--- config.mk ---
export PLATFORM = sky130hd
export DESIGN_NAME = frontend_interrupt_flags
export DESIGN_NICKNAME = d
export VERILOG_FILES = /design/src/core/irq_flags_pkg.sv /design/src/core/level_rise_detect.sv /design/src/core/request_pin_driver.sv /design/src/core/frontend_interrupt_flags.sv
export SDC_FILE = /design/constraint.sdc
export NUM_CORES = 1
export LEC_CHECK = 0
export ABC_AREA = 1
export BUFFER_PORTS_ARGS = -buffer_cell sky130_fd_sc_hd__buf_2
export CAP_MARGIN = 20
export CELL_PAD_IN_SITES_DETAIL_PLACEMENT = 0
export CELL_PAD_IN_SITES_GLOBAL_PLACEMENT = 2
export CORE_ASPECT_RATIO = 0.75
export CORE_UTILIZATION = 30
export CTS_CLUSTER_SIZE = 14
export DETAILED_ROUTE_END_ITERATION = 10
export HOLD_SLACK_MARGIN = 0.15
export PLACE_DENSITY_LB_ADDON = 0.1
export SYNTH_ARGS = -nofsm -noshare
export SYNTH_HDL_FRONTEND = slang
export SYNTH_HIERARCHICAL = 1
export SYNTH_SLANG_ARGS = --single-unit
export TNS_END_PERCENT = 10
--- constraint.sdc ---
create_clock -name sys_clk -period 1.6 [get_ports sys_clk]
set_clock_uncertainty 0.15 [all_clocks]
set_input_delay 0.16 -clock sys_clk [delete_from_list [all_inputs] [get_ports sys_clk]]
set_output_delay 0.16 -clock sys_clk [all_outputs]
set_load 0.01 [all_outputs]
--- src/core/irq_flags_pkg.sv ---
// constants, register map and state types for the interrupt request flag block
// Notes on behaviour
// - write bit 7 picks set or clear
// - second flag register: only bits 5..0 writable
// - host edits flags without disturbing others
// - fifo high mark rise latches bit 6
// - fifo low mark rise latches bit 5
// - self-ended command sets bit 4, host idle not
// - transmit completion sets bit 3
// - receive end sets bit 2 regardless of data
// - any listed error sets bit 1
// - frame start sets bit 0
// - bit 6 of second register: combined request
// - card detection sets second register bit 5
// - timer n underflow sets bit n
// - first enables gate first flags into request
// - enable bit 7 inverts the pin
// - first flag register resets to zero
// - pin follows request only when pin enabled
// - second enable bit 7: push-pull else open-drain
// - second enables gate card and timer flags
package irq_flags_pkg;

    localparam logic [7:0] flags_a_addr = 8'h06;
    localparam logic [7:0] flags_b_addr = 8'h07;
    localparam logic [7:0] enables_a_addr = 8'h08;
    localparam logic [7:0] enables_b_addr = 8'h09;

    localparam int polarity_bit = 7;
    localparam int invert_bit = 7;
    localparam int driver_bit = 7;
    localparam int pin_enable_bit = 6;
    localparam int combined_bit = 6;

    localparam logic [6:0] flags_a_mask = 7'h7F;
    localparam logic [6:0] flags_b_mask = 7'h3F;

    localparam logic [6:0] flags_a_reset = 7'h00;
    localparam logic [5:0] flags_b_reset = 6'h00;
    localparam logic [7:0] enables_a_reset = 8'h00;
    localparam logic [7:0] enables_b_reset = 8'h00;
    localparam logic [7:0] rdata_reset = 8'h00;

    localparam int edge_width = 7;

    // live status levels watched for rising edges
    typedef struct packed {
        logic [4:0] errors;      // write violation, overrun, framing, empty send, integrity
        logic fifo_high;
        logic fifo_low;
    } level_inputs_t;

    typedef struct packed {
        logic transmit_done;
        logic receive_end;
        logic frame_start;
        logic card_detect;
        logic [4:0] timer_underflow;
        logic command_idle;      // command field reads idle
        logic host_idle_start;   // host itself wrote the idle command
    } pulse_inputs_t;

    typedef struct packed {
        logic [7:0] addr;
        logic [7:0] wdata;
        logic wr;
        logic rd;
    } reg_req_t;

    typedef struct packed {
        logic [6:0] flags_a;
        logic [5:0] flags_b;
        logic combined;
        logic [7:0] enables_a;
        logic [7:0] enables_b;
        logic [7:0] rdata;
        logic idle_prev;
        logic host_idle_prev;
    } core_state_t;

    typedef struct packed {
        logic [edge_width-1:0] prev;
        logic [edge_width-1:0] rise;
    } edge_state_t;

    typedef struct packed {
        logic out;
        logic oe;
    } pin_state_t;

endpackage

--- src/core/level_rise_detect.sv ---
// rising edge detector for the live status levels
`timescale 1ns/1ps
module level_rise_detect (
    input wire logic sys_clk,                                       // system clock
    input wire logic reset_n,                                       // synchronous reset
    input wire logic [irq_flags_pkg::edge_width-1:0] level_in,      // same-clock levels
    output logic [irq_flags_pkg::edge_width-1:0] rise_out           // one-cycle rise pulses
);
    irq_flags_pkg::edge_state_t state_q;
    irq_flags_pkg::edge_state_t state_d;

    always_comb begin
        state_d = state_q;
        state_d.prev = level_in;
        state_d.rise = level_in & ~state_q.prev;
    end

    always_ff @(posedge sys_clk) begin
        if (!reset_n) begin
            // prev at zero: a level already high after reset counts as an event
            state_q <= '0;
        end else begin
            state_q <= state_d;
        end
    end

    assign rise_out = state_q.rise;
endmodule // level_rise_detect

--- src/core/request_pin_driver.sv ---
// interrupt pin polarity, gating and driver style
`timescale 1ns/1ps
module request_pin_driver (
    input wire logic sys_clk,            // system clock
    input wire logic reset_n,            // synchronous reset
    input wire logic request,            // combined request level
    input wire logic pin_enable,         // pass request to pin
    input wire logic invert,             // inverted pin polarity
    input wire logic push_pull,          // 1 push-pull, 0 open-drain
    output logic pin_out,                // pin output value
    output logic pin_oe                  // pin output enable
);
    irq_flags_pkg::pin_state_t state_q;
    irq_flags_pkg::pin_state_t state_d;
    logic level;

    always_comb begin
        level = (request & pin_enable) ^ invert;
        state_d = state_q;
        if (push_pull) begin
            state_d.out = level;
            state_d.oe = 1'b1;
        end else begin
            // open-drain only pulls low; high comes from the board pull-up
            state_d.out = 1'b0;
            state_d.oe = ~level;
        end
    end

    always_ff @(posedge sys_clk) begin
        if (!reset_n) begin
            state_q <= '0;
        end else begin
            state_q <= state_d;
        end
    end

    assign pin_out = state_q.out;
    assign pin_oe = state_q.oe;
endmodule // request_pin_driver

--- src/core/frontend_interrupt_flags.sv ---
// latched interrupt request flags, enables and combined request of the reader frontend
`timescale 1ns/1ps
module frontend_interrupt_flags (
    input wire logic sys_clk,                               // system clock, 10 MHz
    input wire logic reset_n,                               // synchronous reset
    input wire irq_flags_pkg::reg_req_t reg_req,            // register access from host port
    input wire irq_flags_pkg::level_inputs_t level_in,      // live fifo and error levels
    input wire irq_flags_pkg::pulse_inputs_t pulse_in,      // event pulses
    output logic [7:0] reg_rdata,                           // read data, one cycle after rd
    output logic combined_request,                          // combined request level
    output logic irq_pin_out,                               // interrupt pin value
    output logic irq_pin_oe                                 // interrupt pin drive enable
);
    irq_flags_pkg::core_state_t state_q;
    irq_flags_pkg::core_state_t state_d;
    logic [irq_flags_pkg::edge_width-1:0] rise;
    logic [6:0] hw_a;
    logic [5:0] hw_b;
    logic command_done_event;

    // polarity write: ones in data pick the bits, bit 7 decides set or clear
    function automatic logic [6:0] apply_write(
        input logic [6:0] old,
        input logic [7:0] data,
        input logic [6:0] mask
    );
        logic [6:0] sel;
        sel = data[6:0] & mask;
        if (data[irq_flags_pkg::polarity_bit]) begin
            apply_write = old | sel;
        end else begin
            apply_write = old & ~sel;
        end
    endfunction

    level_rise_detect u_rise (
        .sys_clk(sys_clk),
        .reset_n(reset_n),
        .level_in(level_in),
        .rise_out(rise)
    );

    // one cycle late against pulses; keeps the edge logic out of this file
    always_comb begin
        command_done_event = pulse_in.command_idle & ~state_q.idle_prev
            & ~pulse_in.host_idle_start & ~state_q.host_idle_prev;
        hw_a = '0;
        hw_a[6] = rise[1];
        hw_a[5] = rise[0];
        hw_a[4] = command_done_event;
        hw_a[3] = pulse_in.transmit_done;
        hw_a[2] = pulse_in.receive_end;
        hw_a[1] = |rise[6:2];
        hw_a[0] = pulse_in.frame_start;
        hw_b = {pulse_in.card_detect, pulse_in.timer_underflow};
    end

    always_comb begin
        logic [6:0] wr_b;
        wr_b = '0;
        state_d = state_q;
        state_d.idle_prev = pulse_in.command_idle;
        state_d.host_idle_prev = pulse_in.host_idle_start;
        if (reg_req.wr) begin
            if (reg_req.addr == irq_flags_pkg::flags_a_addr) begin
                state_d.flags_a = apply_write(state_q.flags_a, reg_req.wdata,
                    irq_flags_pkg::flags_a_mask);
            end else if (reg_req.addr == irq_flags_pkg::flags_b_addr) begin
                wr_b = apply_write({1'b0, state_q.flags_b}, reg_req.wdata,
                    irq_flags_pkg::flags_b_mask);
                state_d.flags_b = wr_b[5:0];
            end else if (reg_req.addr == irq_flags_pkg::enables_a_addr) begin
                state_d.enables_a = reg_req.wdata;
            end else if (reg_req.addr == irq_flags_pkg::enables_b_addr) begin
                state_d.enables_b = reg_req.wdata;
            end
        end
        // events or'ed last so a same-cycle clear cannot drop them
        state_d.flags_a = state_d.flags_a | hw_a;
        state_d.flags_b = state_d.flags_b | hw_b;
        state_d.combined = |(state_d.flags_a & state_d.enables_a[6:0])
            | |(state_d.flags_b & state_d.enables_b[5:0]);
        state_d.rdata = irq_flags_pkg::rdata_reset;
        if (reg_req.rd) begin
            if (reg_req.addr == irq_flags_pkg::flags_a_addr) begin
                state_d.rdata = {1'b0, state_q.flags_a};
            end else if (reg_req.addr == irq_flags_pkg::flags_b_addr) begin
                state_d.rdata = {1'b0, state_q.combined, state_q.flags_b};
            end else if (reg_req.addr == irq_flags_pkg::enables_a_addr) begin
                state_d.rdata = state_q.enables_a;
            end else if (reg_req.addr == irq_flags_pkg::enables_b_addr) begin
                state_d.rdata = state_q.enables_b;
            end
        end
    end

    always_ff @(posedge sys_clk) begin
        if (!reset_n) begin
            state_q.flags_a <= irq_flags_pkg::flags_a_reset;
            state_q.flags_b <= irq_flags_pkg::flags_b_reset;
            state_q.combined <= 1'b0;
            state_q.enables_a <= irq_flags_pkg::enables_a_reset;
            state_q.enables_b <= irq_flags_pkg::enables_b_reset;
            state_q.rdata <= irq_flags_pkg::rdata_reset;
            state_q.idle_prev <= 1'b1;
            state_q.host_idle_prev <= 1'b0;
        end else begin
            state_q <= state_d;
        end
    end

    request_pin_driver u_pin (
        .sys_clk(sys_clk),
        .reset_n(reset_n),
        .request(state_q.combined),
        .pin_enable(state_q.enables_b[irq_flags_pkg::pin_enable_bit]),
        .invert(state_q.enables_a[irq_flags_pkg::invert_bit]),
        .push_pull(state_q.enables_b[irq_flags_pkg::driver_bit]),
        .pin_out(irq_pin_out),
        .pin_oe(irq_pin_oe)
    );

    assign reg_rdata = state_q.rdata;
    assign combined_request = state_q.combined;
endmodule // frontend_interrupt_flags

== After elaboration in Yosys (flattened, before gate mapping) ==
Index checks and enable logic that the tools add are counted.

* Flip-flop bits (word level): 56
* Input bits: 38
* Logic and storage cells: 71

* Equal/unequal tests: 4
* Mux-type cells: 17
* Bitwise gates (word level): 27
* Reduce and logical (&&, ||, !) cells: 8

{| class="wikitable"
|+ Operators with widths
! kind !! number
|-
| $mux W15 || 3
|-
| $mux W7 || 5
|-
| $mux W8 || 4
|-
| $and A7 B7 Y7 || 3
|-
| $mux W6 || 3
|-
| $eq A8 B3 Y1 const B || 2
|-
| $eq A8 B4 Y1 const B || 2
|-
| $not A7 Y7 || 2
|-
| $or A7 B7 Y7 || 2
|-
| $mux W13 || 1
|-
| $and A6 B6 Y6 || 2
|-
| $or A6 B6 Y6 || 2
|-
| $not A1 Y1 || 9
|-
| $reduce_or A7 Y1 || 1
|-
| $not A6 Y6 || 1
|-
| $reduce_or A6 Y1 || 1
|-
| $reduce_and A5 Y1 || 1
|-
| $reduce_or A5 Y1 || 1
|-
| $and A1 B1 Y1 || 4
|-
| $reduce_and A2 Y1 || 2
|-
| $reduce_and A4 Y1 || 1
|-
| $reduce_or A4 Y1 || 1
|-
| $mux W1 || 1
|-
| $or A1 B1 Y1 || 1
|-
| $xor A1 B1 Y1 || 1
|}

== Depth between registers and ports, before layout ==
* Word-level depth: 10
* Depth in mapped cells: 14

== Hierarchy ==
Netlist, hierarchy kept.

{| class="wikitable"
|+ Modules (own cells, without submodules)
! module !! instances !! cells an instance !! area each (um^2)
|-
| frontend_interrupt_flags || 1 || 328 || 2154.6
|-
| level_rise_detect || 1 || 42 || 411.6
|-
| request_pin_driver || 1 || 10 || 73.8
|}

== Worst setup path after synthesis ==
Ideal clock, no wire load.

* Path kind: input to register
* From: in reg_req[17] (netlist name)
* To: reg state_q (netlist bit combined_request)
* Data arrival time: 1.196 ns
* Required time: 1.322 ns
* Setup slack: 0.126 ns
* Stages on the path: 13
* Path buffers: 1
* Cells stage by stage: nor2_1 nand2_2 inv_2 nand3_2 buf_6 nand2_1 o21ai_1 nand2_1 nand2_1 nor2_1 nand2_1 nor2_1 nor2_1

* Cells in the longest elaborated chain, start to end: 9
* Elaborated cells on any way between the ends: 21
* Those cells by class: eq/ne: 4; mux: 10; bitwise: 5; reduce/logical: 2

{| class="wikitable"
|+ RTL lines
! what !! line !! text
|-
| start: declaration || frontend_interrupt_flags.sv:6 || <nowiki>input wire irq_flags_pkg::reg_req_t reg_req,</nowiki>
|-
| $eq A8 B4 Y1 || frontend_interrupt_flags.sv:74 || <nowiki>end else if (reg_req.addr == irq_flags_pkg::enables_b_addr) begin</nowiki>
|-
| $mux W8 || frontend_interrupt_flags.sv:74 ||
|-
| $mux W8 || frontend_interrupt_flags.sv:72 || <nowiki>end else if (reg_req.addr == irq_flags_pkg::enables_a_addr) begin</nowiki>
|-
| $mux W15 || frontend_interrupt_flags.sv:68 || <nowiki>end else if (reg_req.addr == irq_flags_pkg::flags_b_addr) begin</nowiki>
|-
| $mux W15 || frontend_interrupt_flags.sv:65 || <nowiki>if (reg_req.addr == irq_flags_pkg::flags_a_addr) begin</nowiki>
|-
| $mux W15 || frontend_interrupt_flags.sv:64 || <nowiki>if (reg_req.wr) begin</nowiki>
|-
| $and A6 B6 Y6 || frontend_interrupt_flags.sv:82 || <nowiki>| |(state_d.flags_b & state_d.enables_b[5:0]);</nowiki>
|-
| $reduce_or A6 Y1 || frontend_interrupt_flags.sv:82 ||
|-
| $or A1 B1 Y1 (*) || frontend_interrupt_flags.sv:82 ||
|-
| end signal: assignment || frontend_interrupt_flags.sv:108 || <nowiki>state_q <= state_d;</nowiki>
|-
| end: declaration || frontend_interrupt_flags.sv:14 || <nowiki>irq_flags_pkg::core_state_t state_q;</nowiki>
|}

Mark *: on every way between the ends. The rest lies on a longest branch, timed or not.
A chain may end at the register's enable or synchronous reset.

== Worst setup path in the final report ==
* From: in reg_req[6] (netlist name)
* To: reg state_q (netlist bit combined_request)

* Cells in the longest elaborated chain, start to end: 10
* Elaborated cells on any way between the ends: 25
* Those cells by class: mux: 12; bitwise: 11; reduce/logical: 2

{| class="wikitable"
|+ RTL lines
! what !! line !! text
|-
| $not A6 Y6 || frontend_interrupt_flags.sv:32 || <nowiki>apply_write = old & ~sel;</nowiki>
|-
| $and A6 B6 Y6 || frontend_interrupt_flags.sv:32 ||
|-
| $mux W6 || frontend_interrupt_flags.sv:29 || <nowiki>if (data[irq_flags_pkg::polarity_bit]) begin</nowiki>
|-
| $mux W6 || frontend_interrupt_flags.sv:68 ||
|-
| $mux W6 || frontend_interrupt_flags.sv:65 ||
|-
| $mux W13 || frontend_interrupt_flags.sv:64 ||
|-
| $or A6 B6 Y6 || frontend_interrupt_flags.sv:80 || <nowiki>state_d.flags_b = state_d.flags_b | hw_b;</nowiki>
|-
| $and A6 B6 Y6 || frontend_interrupt_flags.sv:82 ||
|-
| $reduce_or A6 Y1 || frontend_interrupt_flags.sv:82 ||
|-
| $or A1 B1 Y1 (*) || frontend_interrupt_flags.sv:82 ||
|}

Marked as above.

==> run metrics <==
slew margin rel. 0.7012; DRC 0; PnR Total Power 2.929 mW; CP Data Required Time between 1500 and 2000 ps; Synth top area share 0.4246; RSZ-0062 raised after global routing true; leading cell types in the layout, fill and taps excluded 107 x nand2_1, 61 x inv_1, 56 x dfxtp_1; cells after synthesis 380; effective utilization at floorplan 0.3109; Pre-Repair DR Iteration Count 4; crit path time final about 1500 ps; crit path max fanout 4; synth top area cells dfxtp_1 42%, nand2_1 16%, inv_1 9.1%; clk slew on worst S/H paths 80 ps; Critical Path Start Type primary input; CP Class primary input to register; Final Hold Slack 155.5 ps; Port-buffer cells 48; IO Pins slightly below 50; peak supply drop 413.7 µV; Fin. Hold Viols 0; FF+latch area approximately 1100 µm²; row cnt 29; synthesized area per cell around 6.9 µm²; final core utilization 0.4250; Setup WS pre-CTS -236.5 ps; initial antenna violation count 0; grt peak-use layer met2; Pwr Density 811.7 nW/µm²; via count 2502; multi-input logic area 1147 µm²; vias in the first global route 2367; Layout fillers 931; nets@finish just over 500; Final period util 0.9150; met2 GRT Util 0.2484; most common cell after layout, fill and taps aside nand2_1; r2r setup slk 150 ps; final wirelength 7056 µm; Post-synth EDFFs 0; DR iter-0 viols 106; TritonCTS clock tree done; Die ar. 9183 µm²; CP Capture Type register; n_diodes 0; H-tree level count 2; clk buf depth 2; DP Wirelength 5169 µm; grt total ovfl 0; clk_lat worst skew roughly 300 ps; max cap viols 0; Yosys warning count 6; # setup viols final 0; pin count of the biggest net entering global routing 22; clock tree root driver cell clkbuf_16; status finished clean; FMAX 683.0 MHz; synthesis-to-layout area growth 36.68%; RD Place Congestion 0.7624; layout cells sized above 1 0.2564; Tot GR Track Use 0.1674; area leader, netlist dfxtp_1; GRT met3 Usage 0.03768; die extent in y 83.24 µm; Placement Cell Area ~3100 µm²; Final Non-Filler Cells between 500 and 600; Seq cells post-synth 56; grt met1 use 0.2410; core area 8491 µm²; Setup TNS 0 ps; CTS Sinks 56; DR WL/cell 12.17 µm; placed instance count ~550; Syn Std Cell Area 2640 µm²; Via density 4.314; sequential-to-total area share from yosys stat 0.4246; Main synth FF type dfxtp_1; Worst-Margin Slew between 400 and 500 ps; ys async rst share 0; WP data arrival 1500 ps; Post-Syn Nets 418; Pleak roughly 1.8 nW; CTS Buf Count 5; Slew Limit Fails 0; PnR worst setup slack 135.9 ps; Die X 110.3 µm; Routed Antenna Nets 0; post-synth cell types 28; first-pass GRT wire length about 11000 µm; post-route cell area 3608 µm²; Tightest Hold Check Type primary input to register
critical path, stage by stage:
cell and delay [ps]:
dlygate4sd3_1 550, nand2_1 70, inv_2 80, nand3_1 80, nand2_1 70, nand3b_1 110, nand2_1 90, nand2_1 60
inv_1 50, nand2_1 50, nor2_1 90, nor2_1 40
per-layer routing:
| layer | vias up | part of all wire |
|---|---|---|
| li1 | 1346 | - |
| met1 | 1089 | 0.54 |
| met2 | 58 | 0.40 |
| met3 | 9 | 0.049 |
| met4 | 0 | 0.012 |
| met5 | - | 0 |
cells in the mapped netlist, types with 3 or more instances:
cell type  instances
dfxtp_1           56
a211oi_1           4
nor2_2             3
clkbuf_1           4
nand3_1           25
a221oi_1           4
a21oi_1            5
nand3_2            3
nand2_2            3
buf_4             15
a41oi_1            3
o21ai_1           11
nand2_1          110
mux2i_1            4
nand3b_1           3
a31oi_1            4
nor2_1            40
buf_6              4
o21ai_0            3
inv_1             64
area by class of cell:
cell class | instances | area share
Multi-Input combinational cell | 232 | 0.3180
Clock inverter | 3 | 0.007628
Sequential cell | 56 | 0.3107
Inverter | 67 | 0.07039
Timing Repair Buffer | 109 | 0.2212
Tap cell | 108 | 0.03745
Clock buffer | 5 | 0.03467
flip-flops by register name (all words and copies together) (netlist names):
name	cells
reg_rdata	8
u_pin/pin_oe	1
u_rise/state_q	7
u_pin/pin_out	1
combined_request	1
u_rise/rise_out	7
state_q	31
path summary, 6_finish.rpt:
| kind | from | endpoint | depth (start not counted) |
|---|---|---|---|
| max reg2reg | u_rise/rise_out[5]$_SDFF_PN0_ | combined_request$_SDFF_PN0_ | 9 |
| max | reg_req[6] | combined_request$_SDFF_PN0_ | 12 |
| min reg2reg | u_rise/state_q[7]$_SDFF_PN0_ | u_rise/rise_out[0]$_SDFF_PN0_ | 1 |
| min | pulse_in[6] | state_q[31]$_SDFF_PN0_ | 5 |
repair_timing:
item                                    in CTS  in global routing
pin swaps                                    0                 14
gates resized for setup                      1                 20
gates cloned                                 0                  0
endpoints found under the setup margin       1                  1
hold buffers                                26                  0
buffers inserted                             0                  1
endpoints found under the hold margin       42                  0
cells by family (layout without fill, tap and decap cells):
| kind of cell | count (synthesis) | in the layout | synth area share |
|---|---|---|---|
| simple gates | 193 | 193 | 0.3128 |
| buf+inv | 92 | 184 | 0.1645 |
| flops | 56 | 56 | 0.4246 |
| compound gates | 35 | 35 | 0.08293 |
| mux | 4 | 4 | 0.01517 |
report_power, final:
part           switching (mW)  leakage, nW  internal [mW]
sequential             0.0201        0.459           1.44
clock                   0.560       0.0719          0.596
combinational           0.163         1.24          0.150
total                   0.744         1.77           2.19
Power figures use the tool's default switching activity.
